**src/design/ssw_defines.svh**
```systemverilog
`ifndef SSW_DEFINES_SVH
`define SSW_DEFINES_SVH

////////////////////////////////////////////////////////////////////////////////
// Clock and timing figures
`define SSW_CLK_MHZ           40
`define SSW_RESET_STRETCH_MS  200
`define SSW_BROWNOUT_MIN_MS   140
`define SSW_WD_TIMEOUT_MS     1600
`define SSW_STROBE_MIN_NS     50

////////////////////////////////////////////////////////////////////////////////
// Synchroniser bit positions
`define SSW_SYN_SUPPLY_LOW    0
`define SSW_SYN_PUSHBUTTON    1
`define SSW_SYN_STROBE        2
`define SSW_SYN_STROBE_DRIVEN 3
`define SSW_SYN_SENSE_LOW     4
`define SSW_SYN_WIDTH         5

// Safe reset view: supply low, button released, strobe floating, sense low
`define SSW_SYN_RESET_VAL     5'h13

`define SSW_COUNT_WIDTH       26

`endif

```
**src/design/ssw_pkg.sv**
```systemverilog
`include "ssw_defines.svh"

package ssw_pkg;

  typedef logic [`SSW_COUNT_WIDTH-1:0] ssw_count_t;
  typedef logic [`SSW_SYN_WIDTH-1:0]   ssw_syn_t;

  typedef enum logic [1:0] {
    PH_HOLD,
    PH_STRETCH,
    PH_RUN
  } ssw_phase_e;

  // Increment that stops at the limit
  function automatic ssw_count_t ssw_sat_inc(input ssw_count_t cnt, input ssw_count_t limit);
    ssw_count_t res;
    res = cnt;
    if (cnt < limit) begin
      res = cnt + ssw_count_t'(1);
    end
    return res;
  endfunction : ssw_sat_inc

endpackage : ssw_pkg

```
**src/design/ssw_interval_timer.sv**
```systemverilog
module ssw_interval_timer (
  // Clock and reset
  input  wire logic                mclk,
  input  wire logic                rst_n,
  // Control
  input  wire logic                clear,
  input  wire ssw_pkg::ssw_count_t limit,
  // Status
  output logic                     done
);

  ssw_pkg::ssw_count_t cnt_q;
  ssw_pkg::ssw_count_t cnt_d;
  logic                done_q;
  logic                done_d;

  // Saturating count, so done holds until the next clear
  always_comb begin
    if (clear) begin
      cnt_d = '0;
    end else begin
      cnt_d = ssw_pkg::ssw_sat_inc(cnt_q, limit);
    end
    done_d = !clear && (cnt_d == limit);
  end

  always_ff @(posedge mclk or negedge rst_n) begin
    if (!rst_n) begin
      cnt_q  <= '0;
      done_q <= 1'b0;
    end else begin
      cnt_q  <= cnt_d;
      done_q <= done_d;
    end
  end

  assign done = done_q;

endmodule : ssw_interval_timer

```
**src/design/ssw_supervisor.sv**
```systemverilog
`include "ssw_defines.svh"

module ssw_supervisor #(
  parameter int unsigned RESET_CYCLES = `SSW_RESET_STRETCH_MS * `SSW_CLK_MHZ * 1000,
  parameter int unsigned WD_CYCLES    = `SSW_WD_TIMEOUT_MS * `SSW_CLK_MHZ * 1000
) (
  // Clock and reset
  input  wire logic mclk,
  input  wire logic rst_n,
  // Analog comparator results
  input  wire logic supplyLow,
  input  wire logic supplySenseBelowRef,
  // Host inputs
  input  wire logic pushbuttonResetN,
  input  wire logic watchdogStrobeIn,
  input  wire logic watchdogStrobeDriven,
  // Reset outputs
  output logic      rstOutN,
  output logic      rstOutP,
  // Watchdog and power-fail outputs
  output logic      watchdogExpiredN,
  output logic      supplyFailOutN
);

  localparam int unsigned BrownoutCycles =
    RESET_CYCLES * `SSW_BROWNOUT_MIN_MS / `SSW_RESET_STRETCH_MS;
  localparam int unsigned StrobeMinCycles =
    (`SSW_STROBE_MIN_NS * `SSW_CLK_MHZ + 999) / 1000;

  //////////////////////////////////////////////////////////////////////////////
  // Input synchronisation

  ssw_pkg::ssw_syn_t rawIn;
  ssw_pkg::ssw_syn_t syncIn;
  logic              supplyLowS;
  logic              pushS;
  logic              strobeS;
  logic              strobeDrivenS;
  logic              senseLowS;

  always_comb begin
    rawIn                         = '0;
    rawIn[`SSW_SYN_SUPPLY_LOW]    = supplyLow;
    rawIn[`SSW_SYN_PUSHBUTTON]    = pushbuttonResetN;
    rawIn[`SSW_SYN_STROBE]        = watchdogStrobeIn;
    rawIn[`SSW_SYN_STROBE_DRIVEN] = watchdogStrobeDriven;
    rawIn[`SSW_SYN_SENSE_LOW]     = supplySenseBelowRef;
  end

  ssw_sync u_sync (
    .mclk    (mclk),
    .rst_n   (rst_n),
    .rawIn   (rawIn),
    .syncOut (syncIn)
  );

  assign supplyLowS    = syncIn[`SSW_SYN_SUPPLY_LOW];
  assign pushS         = syncIn[`SSW_SYN_PUSHBUTTON];
  assign strobeS       = syncIn[`SSW_SYN_STROBE];
  assign strobeDrivenS = syncIn[`SSW_SYN_STROBE_DRIVEN];
  assign senseLowS     = syncIn[`SSW_SYN_SENSE_LOW];

  //////////////////////////////////////////////////////////////////////////////
  // Reset sequencing

  ssw_pkg::ssw_phase_e phase_q;
  ssw_pkg::ssw_phase_e phase_d;
  logic                cause;
  logic                stretchClear;
  logic                stretchDone;
  logic                rstActive_d;
  logic                rstOutN_q;
  logic                rstOutP_q;

  // Supply low or pressed button both hold reset
  assign cause = supplyLowS || !pushS;

  // New cause in stretch restarts the full interval, covering both shorter minimums
  always_comb begin
    phase_d = phase_q;
    case (phase_q)
      ssw_pkg::PH_HOLD: begin
        if (!cause) begin
          phase_d = ssw_pkg::PH_STRETCH;
        end
      end
      ssw_pkg::PH_STRETCH: begin
        if (cause) begin
          phase_d = ssw_pkg::PH_HOLD;
        end else if (stretchDone) begin
          phase_d = ssw_pkg::PH_RUN;
        end
      end
      ssw_pkg::PH_RUN: begin
        if (cause) begin
          phase_d = ssw_pkg::PH_HOLD;
        end
      end
      default: begin
        phase_d = ssw_pkg::PH_HOLD;
      end
    endcase
    stretchClear = (phase_d != ssw_pkg::PH_STRETCH);
    rstActive_d  = (phase_d != ssw_pkg::PH_RUN);
  end

  ssw_interval_timer u_stretch (
    .mclk  (mclk),
    .rst_n (rst_n),
    .clear (stretchClear),
    .limit (ssw_pkg::ssw_count_t'(RESET_CYCLES)),
    .done  (stretchDone)
  );

  always_ff @(posedge mclk or negedge rst_n) begin
    if (!rst_n) begin
      phase_q   <= ssw_pkg::PH_HOLD;
      rstOutN_q <= 1'b0;
      rstOutP_q <= 1'b1;
    end else begin
      phase_q   <= phase_d;
      rstOutN_q <= !rstActive_d;
      rstOutP_q <= rstActive_d;
    end
  end

  assign rstOutN = rstOutN_q;
  assign rstOutP = rstOutP_q;

  //////////////////////////////////////////////////////////////////////////////
  // Watchdog

  logic strobePrev_q;
  logic strobePrev_d;
  logic strobeEdge;
  logic wdClear;
  logic wdDone;
  logic wdOutN_q;
  logic wdOutN_d;
  logic failOutN_q;
  logic failOutN_d;

  // Either edge counts; two samples cover the shortest legal pulse
  assign strobeEdge = strobeS ^ strobePrev_q;

  // Uses next reset state so a one-cycle dip clears expiry at once
  assign wdClear = rstActive_d || !strobeDrivenS || strobeEdge;

  ssw_interval_timer u_watchdog (
    .mclk  (mclk),
    .rst_n (rst_n),
    .clear (wdClear),
    .limit (ssw_pkg::ssw_count_t'(WD_CYCLES)),
    .done  (wdDone)
  );

  always_comb begin
    strobePrev_d = strobeS;
    wdOutN_d     = !(wdDone || supplyLowS);
    failOutN_d   = !senseLowS;
  end

  always_ff @(posedge mclk or negedge rst_n) begin
    if (!rst_n) begin
      strobePrev_q <= 1'b0;
      wdOutN_q     <= 1'b0;
      failOutN_q   <= 1'b0;
    end else begin
      strobePrev_q <= strobePrev_d;
      wdOutN_q     <= wdOutN_d;
      failOutN_q   <= failOutN_d;
    end
  end

  assign watchdogExpiredN = wdOutN_q;
  assign supplyFailOutN   = failOutN_q;

  //////////////////////////////////////////////////////////////////////////////
  // Checking helpers

  ssw_pkg::ssw_count_t quietCnt_q;
  ssw_pkg::ssw_count_t quietCnt_d;
  ssw_pkg::ssw_count_t wdQuiet_q;
  ssw_pkg::ssw_count_t wdQuiet_d;
  logic [3:0]          strobeRun_q;
  logic [3:0]          strobeRun_d;

  // Cycles since the last reset cause, and since the last watchdog clear
  always_comb begin
    quietCnt_d  = cause ? '0 :
                  ssw_pkg::ssw_sat_inc(quietCnt_q, ssw_pkg::ssw_count_t'(RESET_CYCLES + 2));
    wdQuiet_d   = wdClear ? '0 :
                  ssw_pkg::ssw_sat_inc(wdQuiet_q, ssw_pkg::ssw_count_t'(WD_CYCLES + 2));
    strobeRun_d = (strobeS != strobePrev_q) ? 4'h1 :
                  ((strobeRun_q == 4'hF) ? strobeRun_q : strobeRun_q + 4'h1);
  end

  always_ff @(posedge mclk or negedge rst_n) begin
    if (!rst_n) begin
      quietCnt_q  <= '0;
      wdQuiet_q   <= '0;
      strobeRun_q <= 4'h0;
    end else begin
      quietCnt_q  <= quietCnt_d;
      wdQuiet_q   <= wdQuiet_d;
      strobeRun_q <= strobeRun_d;
    end
  end
endmodule : ssw_supervisor

```
**src/design/ssw_sync.sv**
```systemverilog
`include "ssw_defines.svh"

module ssw_sync (
  // Clock and reset
  input  wire logic             mclk,
  input  wire logic             rst_n,
  // Raw and synchronised levels
  input  wire ssw_pkg::ssw_syn_t rawIn,
  output ssw_pkg::ssw_syn_t      syncOut
);

  ssw_pkg::ssw_syn_t stage1_q;
  ssw_pkg::ssw_syn_t stage1_d;
  ssw_pkg::ssw_syn_t stage2_q;
  ssw_pkg::ssw_syn_t stage2_d;

  // First stage feeds only the second stage
  always_comb begin
    stage1_d = rawIn;
    stage2_d = stage1_q;
  end

  always_ff @(posedge mclk or negedge rst_n) begin
    if (!rst_n) begin
      stage1_q <= `SSW_SYN_RESET_VAL;
      stage2_q <= `SSW_SYN_RESET_VAL;
    end else begin
      stage1_q <= stage1_d;
      stage2_q <= stage2_d;
    end
  end

  assign syncOut = stage2_q;

endmodule : ssw_sync

```
**config.mk**
```make
export PLATFORM = sky130hd
export DESIGN_NAME = ssw_supervisor
export DESIGN_NICKNAME = d
export VERILOG_FILES = /design/src/design/ssw_pkg.sv /design/src/design/ssw_interval_timer.sv /design/src/design/ssw_supervisor.sv /design/src/design/ssw_sync.sv
export VERILOG_INCLUDE_DIRS = /design/src /design/src/design
export SDC_FILE = /design/constraint.sdc
export NUM_CORES = 1
export LEC_CHECK = 0
export BUFFER_PORTS_ARGS = -buffer_cell sky130_fd_sc_hd__buf_2
export CORE_MARGIN = 3
export CORE_UTILIZATION = 25
export DETAILED_ROUTE_END_ITERATION = 16
export PLACE_DENSITY_LB_ADDON = 0.3
export REMOVE_ABC_BUFFERS = 1
export SLEW_MARGIN = 40
export SYNTH_ARGS = -nofsm -noshare
export SYNTH_HDL_FRONTEND = slang
export SYNTH_SLANG_ARGS = --single-unit
```
**constraint.sdc**
```tcl
create_clock -name mclk -period 2.6 [get_ports mclk]
set_input_delay 0 -clock mclk [delete_from_list [all_inputs] [get_ports mclk]]
set_output_delay 0 -clock mclk [all_outputs]
set_load 0.05 [all_outputs]
```
==> impl_summary.log, run 1 <==
INFO  metric buffer_ports.inserted = 10
INFO  metric critical_path_required = around 2.8 ns
INFO  metric totalNegativeSetupSlack = 0 ns
INFO  metric final_common_cell = buf_4
INFO  metric clk_latency = 0.33 ns
INFO  metric final_clock_skew = 0.00547 ns
INFO  metric p_seq_share = ~48%
INFO  metric criticalPathCategory = reg -> reg
INFO  metric cts_tree = yes
INFO  metric rsz0062_at_grt = true
INFO  metric grt_use_met2 = between 20% and 30%
INFO  metric drt_pre_antenna_iters = 4
INFO  metric synth_seq_cells = 71
INFO  metric clk_pin_slew_worst_paths = about 0.06 ns
INFO  metric flow.area_growth_from_synthesis = 33.1%
INFO  metric yosys_most_used_dff = dfrtp_1
INFO  metric rd_place_congestion = 0.844
INFO  metric grt_first_pass_wirelength = 16.0 mm
INFO  metric io_pins = 11
INFO  metric p_sw = approximately 0.53 mW
INFO  metric gr-usage-met3 = 3.15%
INFO  metric yosysSeqAreaShare = 47.2%
INFO  metric timing_max_transition_violations_final = 0
INFO  metric number_of_antenna_violations_at_the_first_check_in_global_routing = 0
INFO  metric syn-instance-count = approximately 380
INFO  metric dr_total_vias = between 3000 and 4000
INFO  metric post_route_cells_drive_above_1_share = 28.0%
INFO  metric top_usage_layer = met2
INFO  metric yosys.cell_types.count = slightly below 60
INFO  metric most-common-layout-cells = buf_4, dfrtp_1, nor2_1, nand2_1, nand3_1
INFO  metric route.detailed.vias_per_inst = 4.80
INFO  metric synth-warning-count = 0
INFO  metric die_x = 129 microns
INFO  metric clk_path_buf_depth = 2
INFO  metric synth_area_per_cell = between 9 and 10 sq um
INFO  metric placement.setup.worst_slack = -0.00802 ns
INFO  metric wl = 9.43 mm
INFO  metric outcome = finished clean
INFO  metric diodes = 0
INFO  metric postRouteAntennaNets = 0
INFO  metric max_slew.worst_pin.slew = 0.494 ns
INFO  metric worst_ep_arrival_time = 2.83 ns
INFO  metric async_reset_ff_share = 100%
INFO  metric post_detailed_route_drc_marker_count = 0
INFO  metric instances_no_fill = 662
INFO  metric report.final.setup_viol = 0
INFO  metric cts.htree.levels = 3
INFO  metric hold_path.class = in -> async
INFO  metric number_of_global_route_vias_before_repair = 3329
INFO  metric rows = 44
INFO  metric finalNetCount = just under 500
INFO  metric fmax = 0.387 GHz
INFO  metric synth_area = 3780 sq um
INFO  metric sw_frac_of_total = around 22%
INFO  metric die_height = 129 microns
INFO  metric post-place-cells = between 600 and 700
INFO  metric final.period_utilization = 99.4%
INFO  metric p_int = 1.84 mW
INFO  metric clkSinkCount = 71
INFO  metric coreArea = 14600 sq um
INFO  metric dpl.hpwl = 6.74 mm
INFO  metric detail_route.iter0.violations = approximately 190
INFO  metric die_area = 16600 sq um
INFO  metric grt_max_degree = 53
INFO  metric avgRoutedWirePerCell = 14.3 microns
INFO  metric power.share.combinational = 2.8%
INFO  metric p_leak = 2.13 nW
INFO  metric number_of_synthesized_flops_with_an_enable_pin = 0
INFO  metric ir_drop = 0.278 mV
INFO  metric max-cap-violations = 0
INFO  metric grtUsageTotal = between 10 and 15%
INFO  metric period_needed = 2.58 ns
INFO  metric r2r.worst_path.cells = 7
INFO  metric timing.critical_path.fanout_max = 8
INFO  metric final-hold-violation-count = 0
INFO  metric root_buffer_selected_by_cts = clkbuf_16
INFO  metric globalRouteMet1Util = 15.1%
INFO  metric p_clk_share = 49.5%
INFO  metric numCtsBuffers = 9
INFO  metric pwr_density_cell = approximately 470 nW/um^2
INFO  metric grt_overflow = 0
INFO  metric worst_max_slew_margin_expressed_relative_to_the_limit = 67.0%
INFO  metric critPathCaptureType = flip-flop
INFO  metric layout_setup_ws = 0.0155 ns
INFO  metric initial_core_util = 25.8%
INFO  metric critPathLaunchType = flip-flop
-- logic make-up after synthesis --
family                     after synthesis  synth area share [%]
muxes                                   12                  3.18
and+or+nand+nor                        180                  26.3
buffers and inverters                   26                  2.85
adders and majority gates                2                 0.662
AOI/OAI and AO/OA                       56                  11.9
DFF                                     71                  47.2
xor gates and xnor gates                34                  7.88
-- stage by stage --
step / util [%] / hold slack [ns] / instance area, sq um / total power, mW
after floorplan: - / -0.296 / 3710 / 1.17
after CTS: 33.9 / 0.160 / 4960 / 2.41
after global routing: 34.4 / 0.207 / 5030 / 2.47
after global placement: 30.9 / -0.0171 / 4520 / 1.21
final: 34.4 / 0.163 / 5030 / 2.37
after detailed placement: 30.9 / -0.0150 / 4520 / 1.21
-- synthesized netlist by cell type (all sizes together), types with 3 or more instances --
cell type	count	area share [%]
xnor2	17	3.9
nor2	38	3.8
nand2b	13	2.2
o31ai	6	1.6
a211oi	8	2.0
inv	9	0.89
or4	3	0.60
buf	3	0.56
a211o	4	0.93
or4b	3	0.79
mux2i	12	3.2
and4	9	2.1
clkbuf	14	1.4
xor2	17	3.9
nor3	7	1.1
dfrtp	64	42
nand2	36	3.6
a21oi	11	1.5
nor4	7	1.3
dfstp	7	4.9
nor2b	3	0.50
nand4	16	2.8
and3	10	1.7
and2	8	1.3
nand3	19	2.8
a2111oi	5	1.2
-- worst max-delay path, stage by stage, from the launching register on --
cell and delay, ns:
dfrtp_1 0.40, o31ai_4 0.28, nand3_4 0.15, a211oi_2 0.23
mux2i_1 0.12, or4_1 0.56, or4b_1 0.50, nor4_2 0.25
-- timing repair --
action	CTS	global route
hold endpoints to repair	24	0
setup buffers	13	1
hold buffers	6	0
setup endpoints to repair	2	3
cloned	0	0
pin swaps	3	2
gates resized for setup	1	14
-- per-layer routing --
metal  wire (microns)  vias up
met5                0        -
met4              146        0
met3              301       13
met2             4730       45
met1             4260     1551
li1                 -     1568
-- state kept, by name (all words and copies together), names as in the netlist --
register	flops
phase_q	2
rstOutN	1
rstOutP	1
strobePrev_q	1
supplyFailOutN	1
u_stretch.cnt_q	26
u_stretch.done	1
u_sync.stage1_q	5
u_sync.syncOut	5
u_watchdog.cnt_q	26
u_watchdog.done	1
watchdogExpiredN	1
-- power by group through the flow --
stage / clock network, mW / registers, mW / logic (mW)
after detailed placement: 0 / 1.15 / 0.0622
after CTS: 1.21 / 1.13 / 0.0692
final: 1.17 / 1.13 / 0.0668
after floorplan: 0 / 1.15 / 0.0145
after global routing: 1.26 / 1.13 / 0.0763
after global placement: 0 / 1.15 / 0.0610
-- worst paths after layout --
check,start,to,slack (ns)
max in group asynchronous,rst_n,u_sync.syncOut[1],1.73
setup reg to reg,u_watchdog.cnt_q[13],u_watchdog.done,0.02
hold / removal,rst_n,supplyFailOutN,0.16
min in group mclk,pushbuttonResetN,u_sync.stage1_q[1],0.31
hold reg to reg,u_sync.stage1_q[2],u_sync.syncOut[2],0.36
setup / recovery,u_watchdog.cnt_q[13],u_watchdog.done,0.02
-- area by class of cell --
cell class	instances	area, sq um
clock inverters	5	32.5
multi-input cells	284	1960
flip-flops and latches	71	1790
clock buffers	11	253
repair buffers	98	738
well taps	184	230
inverters	9	33.8
fillers	1490	9610
No activity file was read; power rests on OpenSTA's default activity.
==> run 2: changes to the inputs <==
Settings changed: SYNTH_HIERARCHICAL set to 1.
==> run 2 against run 1 <==
Effect of this change:
- the flow now finishes with violations (setup timing)
- hold slack better by 0.075 ns
- sequential cell count unchanged
- via count increased by 100%
- wire length up 110%
- area after synthesis is 66% higher
- first-iteration DRC count grew 58%
- critical path type unchanged
- largest cell class unchanged
- highest routed layer unchanged
==> impl_summary.log, run 2 <==
INFO  metric post_dp_cell_area = 8690 sq um (was 4520 sq um)
INFO  metric max_slew.worst_pin.slew = 0.696 ns (was 0.494 ns)
INFO  metric grt_first_pass_wirelength = 31.7 mm (was 16.0 mm)
INFO  metric post-route-util = 41.2% (was 34.4%)
INFO  metric io_pins = 11 (unchanged)
INFO  metric syn-instance-count = 750 (was 381)
INFO  metric detail_route.iter0.violations = 304 (was 193)
INFO  metric total_power = 2.83 mW (was 2.37 mW)
INFO  metric sw_frac_of_total = 26.3% (was 22.4%)
INFO  metric final_cell_area = 10100 sq um (was 5030 sq um)
INFO  metric coreArea = 24500 sq um (was 14600 sq um)
INFO  metric finalNetCount = 1188 (was 482)
INFO  metric instances_no_fill = 1458 (was 662)
INFO  metric synth_seq_cells = 71 (unchanged)
INFO  metric avgRoutedWirePerCell = 13.7 microns (was 14.3 microns)
INFO  metric p_seq_share = 39.7% (was 47.7%)
INFO  metric hold_path.class = in -> async (unchanged)
INFO  metric dpl.hpwl = 14.7 mm (was 6.74 mm)
INFO  metric grtUsageTotal = 14.8% (was 12.2%)
INFO  metric die_area = 27000 sq um (was 16600 sq um)
INFO  metric initial_core_util = 25.6% (was 25.8%)
INFO  metric clk_latency = 0.35 ns (was 0.33 ns)
INFO  metric placement.setup.worst_slack = -1.18 ns (was -0.00802 ns)
INFO  metric cts.htree.levels = 3 (unchanged)
INFO  metric dr_total_vias = 6495 (was 3177)
INFO  metric clkSinkCount = 71 (unchanged)
INFO  metric ys_top_cells_by_area = dfrtp_1, ha_1, xnor2_1, nor2_1, inv_1 (was dfrtp_1, dfstp_2, xnor2_1, xor2_1, nor2_1)
INFO  metric layout_setup_ws = -0.873 ns (was 0.0155 ns)
INFO  metric report.final.setup_viol = 13 (was 0)
INFO  metric most_repeated_cell_in_the_gate_level_netlist_after_synthesis = nor2_1 (was dfrtp_1)
INFO  metric final-hold-violation-count = 0 (unchanged)
INFO  metric period_needed = 3.47 ns (was 2.58 ns)
INFO  metric outcome = finished, violations left (was finished clean)
INFO  metric critical_path_required = 2.85 ns (was 2.84 ns)
INFO  metric synth_area = 6270 sq um (was 3780 sq um)
INFO  metric final_clock_skew = 0.00983 ns (was 0.00547 ns)
INFO  metric p_int = 2.09 mW (was 1.84 mW)
INFO  metric reg_top3 = u_stretch/cnt_q (26), u_watchdog/cnt_q (26) (was u_stretch.cnt_q (26), u_watchdog.cnt_q (26))
INFO  metric p_sw = 0.746 mW (was 0.529 mW)
INFO  metric clk_pin_slew_worst_paths = 0.07 ns (was 0.06 ns)
INFO  metric totalNegativeSetupSlack = -2.57 ns (was 0 ns)
INFO  metric async_reset_ff_share = 100% (unchanged)
INFO  metric final.fill_count = 2442 (was 1490)
INFO  metric numCtsBuffers = 9 (unchanged)
INFO  metric timing.critical_path.fanout_max = 6 (was 8)
INFO  metric final_common_cell = buf_4 (unchanged)
INFO  metric post-place-cells = 1407 (was 628)
INFO  metric final-seq-area = 1790 sq um (about the same)
INFO  metric p_leak = 4.70 nW (was 2.13 nW)
INFO  metric synth_area_per_cell = 8.36 sq um (was 9.92 sq um)
INFO  metric pwr_density_cell = 281 nW/um^2 (was 471 nW/um^2)
INFO  metric yosys-top-cells-count = nor2_1, dfrtp_1, inv_1, nand2_1, ha_1 (was dfrtp_1, nor2_1, nand2_1, nand3_1)
INFO  metric ir_drop = 0.248 mV (was 0.278 mV)
INFO  metric worst_max_slew_margin_expressed_relative_to_the_limit = 53.6% (was 67.0%)
INFO  metric criticalPathCategory = reg -> reg (unchanged)
INFO  metric critPathLaunchType = flip-flop (unchanged)
INFO  metric root_buffer_selected_by_cts = clkbuf_16 (unchanged)
INFO  metric clk_path_buf_depth = 2 (unchanged)
INFO  metric post_route_cells_drive_above_1_share = 33.3% (was 28.0%)
INFO  metric rows = 57 (was 44)
INFO  metric route.detailed.vias_per_inst = 4.45 (was 4.80)
INFO  metric final.period_utilization = 134% (was 99.4%)
INFO  metric number_of_antenna_violations_at_the_first_check_in_global_routing = 0 (unchanged)
INFO  metric postRouteAntennaNets = 0 (unchanged)
INFO  metric yosys_most_used_dff = dfrtp_1 (unchanged)
INFO  metric post_detailed_route_drc_marker_count = 0 (unchanged)
INFO  metric number_of_global_route_vias_before_repair = 6415 (was 3329)
INFO  metric grt_overflow = 0 (unchanged)
INFO  metric failed_checks = setup timing
INFO  metric timing_max_transition_violations_final = 0 (unchanged)
INFO  metric most-common-layout-cells = buf_4, conb_1, nor2_1, dfrtp_1, inv_1 (was buf_4, dfrtp_1, nor2_1, nand2_1, nand3_1)
INFO  metric flow.area_growth_from_synthesis = 60.9% (was 33.1%)
INFO  metric drt_pre_antenna_iters = 4 (unchanged)
INFO  metric die_x = 164 microns (was 129 microns)
INFO  metric synthDominantCellAreaShare = 25.6% (was 42.4%)
INFO  metric rsz0062_at_grt = true (unchanged)
INFO  metric rd_place_congestion = 0.851 (was 0.844)
INFO  metric cts_tree = yes (unchanged)
INFO  metric yosys.cell_types.count = 83 (was 59)
INFO  metric fmax = 0.288 GHz (was 0.387 GHz)
INFO  metric p_clk_share = 49.8% (was 49.5%)
INFO  metric netlist.top_cell.by_area = dfrtp_1 (unchanged)
INFO  metric power.share.combinational = 10.5% (was 2.8%)
INFO  metric wl = 19.9 mm (was 9.43 mm)
INFO  metric multiInputGateArea = 5400 sq um (was 1960 sq um)
INFO  metric worst_ep_arrival_time = 3.72 ns (was 2.83 ns)
INFO  metric synth-warning-count = 6 (was 0)
INFO  metric buffer_ports.inserted = 10 (unchanged)
INFO  metric number_of_synthesized_flops_with_an_enable_pin = 0 (unchanged)
INFO  metric critPathCaptureType = flip-flop (unchanged)
INFO  metric max-cap-violations = 0 (unchanged)
INFO  metric hold_slack = 0.238 ns (was 0.163 ns)
INFO  metric die_height = 164 microns (was 129 microns)
INFO  metric yosysSeqAreaShare = 28.5% (was 47.2%)
INFO  metric grt_max_degree = 72 (was 53)
INFO  metric diodes = 0 (unchanged)
==> run 2: cell count changes after synthesis, sizes merged, moves of 11 or more <==
cell / previous run / this run
a21oi: 11 / 34
nor2: 38 / 82
nor3: 7 / 26
nor2b: 3 / 15
o21ai: 2 / 22
nand3: 19 / 35
nand2: 36 / 61
inv: 9 / 62
mux2: 0 / 11
ha: 2 / 52
xnor2: 17 / 39
==> run 2: timing repair <==
action,CTS,global route
endpoints found under the hold margin,69,0
buffers inserted,16,21
pin swaps,29,44
resized for setup,49,94
setup endpoints to repair,22,39
hold buffers,6,0
==> run 2: final cells by class <==
cell class / instances / share of cell area (%)
inverters: 62 / 2.31
clock buffers: 9 / 2.23
well taps: 324 / 4.02
clock inverters: 7 / 1.04
multi-input cells: 743 / 53.5
repair buffers: 242 / 19.1
flip-flops and latches: 71 / 17.7
==> run 2: power by group through the flow <==
stage | combinational (mW) | clock, mW | sequential [mW]
CTS | 0.272 | 1.46 | 1.13
global route | 0.344 | 1.51 | 1.13
finish | 0.298 | 1.41 | 1.13
floorplan | 0.160 | 0 | 1.15
detailed placement | 0.255 | 0 | 1.15
global placement | 0.252 | 0 | 1.15
==> run 2: cells by family after synthesis <==
family / count (synthesis) / synth area share, %
and+or+nand+nor: 322 / 27.4
AOI/OAI and AO/OA: 144 / 17.0
buffers and inverters: 84 / 5.23
DFF: 71 / 28.5
xor gates and xnor gates: 53 / 7.53
adders and majority gates: 52 / 10.4
muxes: 22 / 3.85
other: 2 / 0.120
==> run 2: final timing paths <==
path,from,endpoint,slack [ns],cells past startpoint
worst max-delay path,u_stretch/cnt_q[18],u_stretch/done,-0.87,11
worst min-delay path,rst_n,u_watchdog/cnt_q[24],0.24,2
worst max register to register,u_stretch/cnt_q[18],u_stretch/done,-0.87,11
worst min register to register,u_sync/stage1_q[2],u_sync/syncOut[2],0.35,0
max in group asynchronous,rst_n,u_watchdog/cnt_q[9],1.85,2
min in group mclk,supplySenseBelowRef,u_sync/stage1_q[4],0.29,2
==> run 2: critical path: stages (launching register included) <==
cell      delay [ns]
dfrtp_1         0.38
ha_1            0.27
nand4_1         0.15
nor4_4          0.47
o211ai_2        0.22
o211ai_1        0.26
mux2_4          0.35
xnor2_2         0.18
nand3_2         0.10
a2111o_1        0.29
or4_4           0.54
nor4_4          0.16
==> run 2: metal layers <==
metal | vias up | global-route usage (%) | share of wire [%]
li1 | 3347 | - | -
met1 | 3065 | 18.4 | 45
met2 | 64 | 26.6 | 51
met3 | 19 | 2.30 | 1.9
met4 | 0 | 3.96 | 1.7
met5 | - | 0 | 0
==> run 3: changes to the inputs <==
Settings changed: BUFFER_PORTS_ARGS -buffer_cell sky130_fd_sc_hd__buf_2 to -buffer_cell sky130_fd_sc_hd__clkbuf_2, CAP_MARGIN set to 20.
==> run 3 against run 2 <==
Effect of this change:
- the run still ends with setup timing left
- sequential power about the same
- via count decreased by 0.20%
- total power decreased by 5.6%
- first-iteration DRC count increased by 2.0%
- highest routed layer unchanged
- sequential share of layout area increased by 0.26 points
- hold slack about the same
- utilization decreased by 0.59 points
==> impl_summary.log, run 3 (same netlist as run 2, synthesis figures left out) <==
INFO  metric outcome = finished, violations left (unchanged)
INFO  metric failed_checks = setup timing (unchanged)
INFO  metric postRouteAntennaNets = 0 (unchanged)
INFO  metric worst_ep_arrival_time = 3.61 ns (was 3.72 ns)
INFO  metric critPathCaptureType = flip-flop (unchanged)
INFO  metric final.period_utilization = 129% (was 134%)
INFO  metric grt_overflow = 0 (unchanged)
INFO  metric most-common-layout-cells = buf_4, conb_1, nor2_1, dfrtp_1, inv_1 (unchanged)
INFO  metric grt_use_met2 = 25.3% (was 26.6%)
INFO  metric clk_latency = 0.35 ns (about the same)
INFO  metric die_x = 164 microns (unchanged)
INFO  metric criticalPathCategory = reg -> reg (unchanged)
INFO  metric avgRoutedWirePerCell = 13.5 microns (was 13.7 microns)
INFO  metric max-cap-violations = 0 (unchanged)
INFO  metric initial_core_util = 25.6% (unchanged)
INFO  metric post_route_cells_drive_above_1_share = 32.4% (was 33.3%)
INFO  metric worst_max_slew_margin_expressed_relative_to_the_limit = 52.7% (was 53.6%)
INFO  metric cts.htree.levels = 3 (unchanged)
INFO  metric gr-usage-met3 = 2.72% (was 2.30%)
INFO  metric layout_setup_ws = -0.759 ns (was -0.873 ns)
INFO  metric clkSinkCount = 71 (unchanged)
INFO  metric critPathLaunchType = flip-flop (unchanged)
INFO  metric buffer_ports.inserted = 10 (unchanged)
INFO  metric dpl.hpwl = 14.6 mm (was 14.7 mm)
INFO  metric top_usage_layer = met2 (unchanged)
INFO  metric io_pins = 11 (unchanged)
INFO  metric r2r.worst_path.cells = 16 (was 11)
INFO  metric post_detailed_route_drc_marker_count = 0 (unchanged)
INFO  metric route.detailed.vias_per_inst = 4.46 (was 4.45)
INFO  metric dr_total_vias = 6482 (was 6495)
INFO  metric period_needed = 3.36 ns (was 3.47 ns)
INFO  metric grt_max_degree = 72 (unchanged)
INFO  metric wl = 19.6 mm (was 19.9 mm)
INFO  metric drt_pre_antenna_iters = 5 (was 4)
INFO  metric worst_path_max_delay_cell = or4_1 (was or4_4)
INFO  metric number_of_global_route_vias_before_repair = 6423 (was 6415)
INFO  metric path_cells = ha_4 -> nand4_4 -> nor4_4 -> buf_4 -> nand2_1 -> buf_4 -> buf_4 -> nand3_1 -> buf_4 -> nor2_4 -> nand4_1 -> mux2i_1 -> buf_4 -> o2111ai_1 -> or4_1 -> nor4_2 (was ha_1 -> nand4_1 -> nor4_4 -> o211ai_2 -> o211ai_1 -> mux2_4 -> xnor2_2 -> nand3_2 -> a2111o_1 -> or4_4 -> nor4_4)
INFO  metric pwr_density_cell = 269 nW/um^2 (was 281 nW/um^2)
INFO  metric ir_drop = 0.255 mV (was 0.248 mV)
INFO  metric total_power = 2.68 mW (was 2.83 mW)
INFO  metric placement.setup.worst_slack = -1.08 ns (was -1.18 ns)
INFO  metric slowest_delay = 0.55 ns (was 0.54 ns)
INFO  metric coreArea = 24500 sq um (unchanged)
INFO  metric clk_path_buf_depth = 2 (unchanged)
INFO  metric finalNetCount = 1184 (was 1188)
INFO  metric critical_path_cell_count = 16 (was 11)
INFO  metric grtUsageTotal = 14.7% (was 14.8%)
INFO  metric critical_path_buf_inv_count = 5 (was 0)
INFO  metric rows = 57 (unchanged)
INFO  metric globalRouteMet1Util = 18.7% (was 18.4%)
INFO  metric rd_place_congestion = 0.900 (was 0.851)
INFO  metric grt_first_pass_wirelength = 31.8 mm (was 31.7 mm)
INFO  metric flow.area_growth_from_synthesis = 58.6% (was 60.9%)
INFO  metric post-route-util = 40.6% (was 41.2%)
INFO  metric p_leak = 4.60 nW (was 4.70 nW)
INFO  metric report.final.setup_viol = 10 (was 13)
INFO  metric reg_top3 = u_stretch/cnt_q (26), u_watchdog/cnt_q (26) (unchanged)
INFO  metric final_common_cell = buf_4 (unchanged)
INFO  metric final-hold-violation-count = 0 (unchanged)
INFO  metric diodes = 0 (unchanged)
INFO  metric timing.critical_path.fanout_max = 5 (was 6)
INFO  metric hold_path.class = in -> async (unchanged)
INFO  metric number_of_antenna_violations_at_the_first_check_in_global_routing = 0 (unchanged)
INFO  metric max_slew.worst_pin.slew = 0.710 ns (was 0.696 ns)
INFO  metric cts_tree = yes (unchanged)
INFO  metric final_clock_skew = 0.0115 ns (was 0.00983 ns)
INFO  metric timing_max_transition_violations_final = 0 (unchanged)
INFO  metric cpLargestDelayFamily = simple AND/OR/NAND/NOR gates (unchanged)
INFO  metric clk_pin_slew_worst_paths = 0.07 ns (about the same)
INFO  metric die_height = 164 microns (unchanged)
INFO  metric cpMostUsedCell = buf_4 (was nor4_4)
INFO  metric numCtsBuffers = 9 (unchanged)
INFO  metric die_area = 27000 sq um (unchanged)
INFO  metric root_buffer_selected_by_cts = clkbuf_16 (unchanged)
INFO  metric critical_path_required = 2.85 ns (about the same)
INFO  metric rsz0062_at_grt = true (unchanged)
INFO  metric detail_route.iter0.violations = 310 (was 304)
INFO  metric fmax = 0.298 GHz (was 0.288 GHz)
==> run 3: changes by cell type in the layout (fill, tap and decap cells not counted), moves of 3 or more <==
cell / change
buf_6: -10
buf_2: -9
clkbuf_2: +9
buf_4: +6
nor3_1: +6
nor3_2: -6
nand3_1: +5
nand3_2: -5
ha_1: -4
o21ai_0: -3
xnor2_2: +3
==> run 3: worst paths after layout <==
check / from / endpoint / slack (ns)
worst max-delay path: u_stretch/cnt_q[25] / u_stretch/done / -0.76
worst min-delay path: rst_n / u_watchdog/cnt_q[8] / 0.24
worst max register to register: u_stretch/cnt_q[25] / u_stretch/done / -0.76
worst min register to register: u_sync/stage1_q[2] / u_sync/syncOut[2] / 0.35
max in group asynchronous: rst_n / u_watchdog/cnt_q[7] / 1.84
min in group mclk: supplySenseBelowRef / u_sync/stage1_q[4] / 0.28
==> run 3: area by class of cell <==
type,count,area (sq um)
fill,2452,14500
multi-input combinational,743,5360
timing repair buffer,238,1870
sequential,71,1790
tap,324,405
inverter,62,233
clock buffer,9,225
clock inverter,7,61.3
==> run 3: report_power, final <==
group          internal (mW)  switching [mW]  total [mW]
Combinational          0.120           0.187       0.308
Clock                  0.666           0.578        1.24
Sequential              1.12         0.00480        1.13
Total                   1.91           0.770        2.68
==> run 3: metal layers <==
layer	routed length (microns)	vias to the layer above	part of all wire, %
li1	-	3339	-
met1	8950	3008	46
met2	9590	105	49
met3	550	30	2.8
met4	471	0	2.4
met5	0	-	0
==> run 3: through the flow <==
stage          cell area, sq um  hold slack (ns)  TNS (ns)  instances
2_1_floorplan              6730           -0.296     -1.85        876
3_3_place_gp               8700           0.0883     -2.73       1409
3_5_place_dp               8700           0.0892     -2.74       1409
4_1_cts                    9390            0.258     -1.97       1444
5_1_grt                    9940            0.270     -3.60       1454
6_report                   9940            0.238     -1.83       1454
==> run 3: repair_timing <==
item | in CTS | in global routing
setup endpoints to repair | 24 | 34
gates resized for setup | 49 | 74
buffers inserted | 13 | 12
hold endpoints to repair | 69 | 0
pin swaps | 27 | 20
hold buffers | 6 | 0
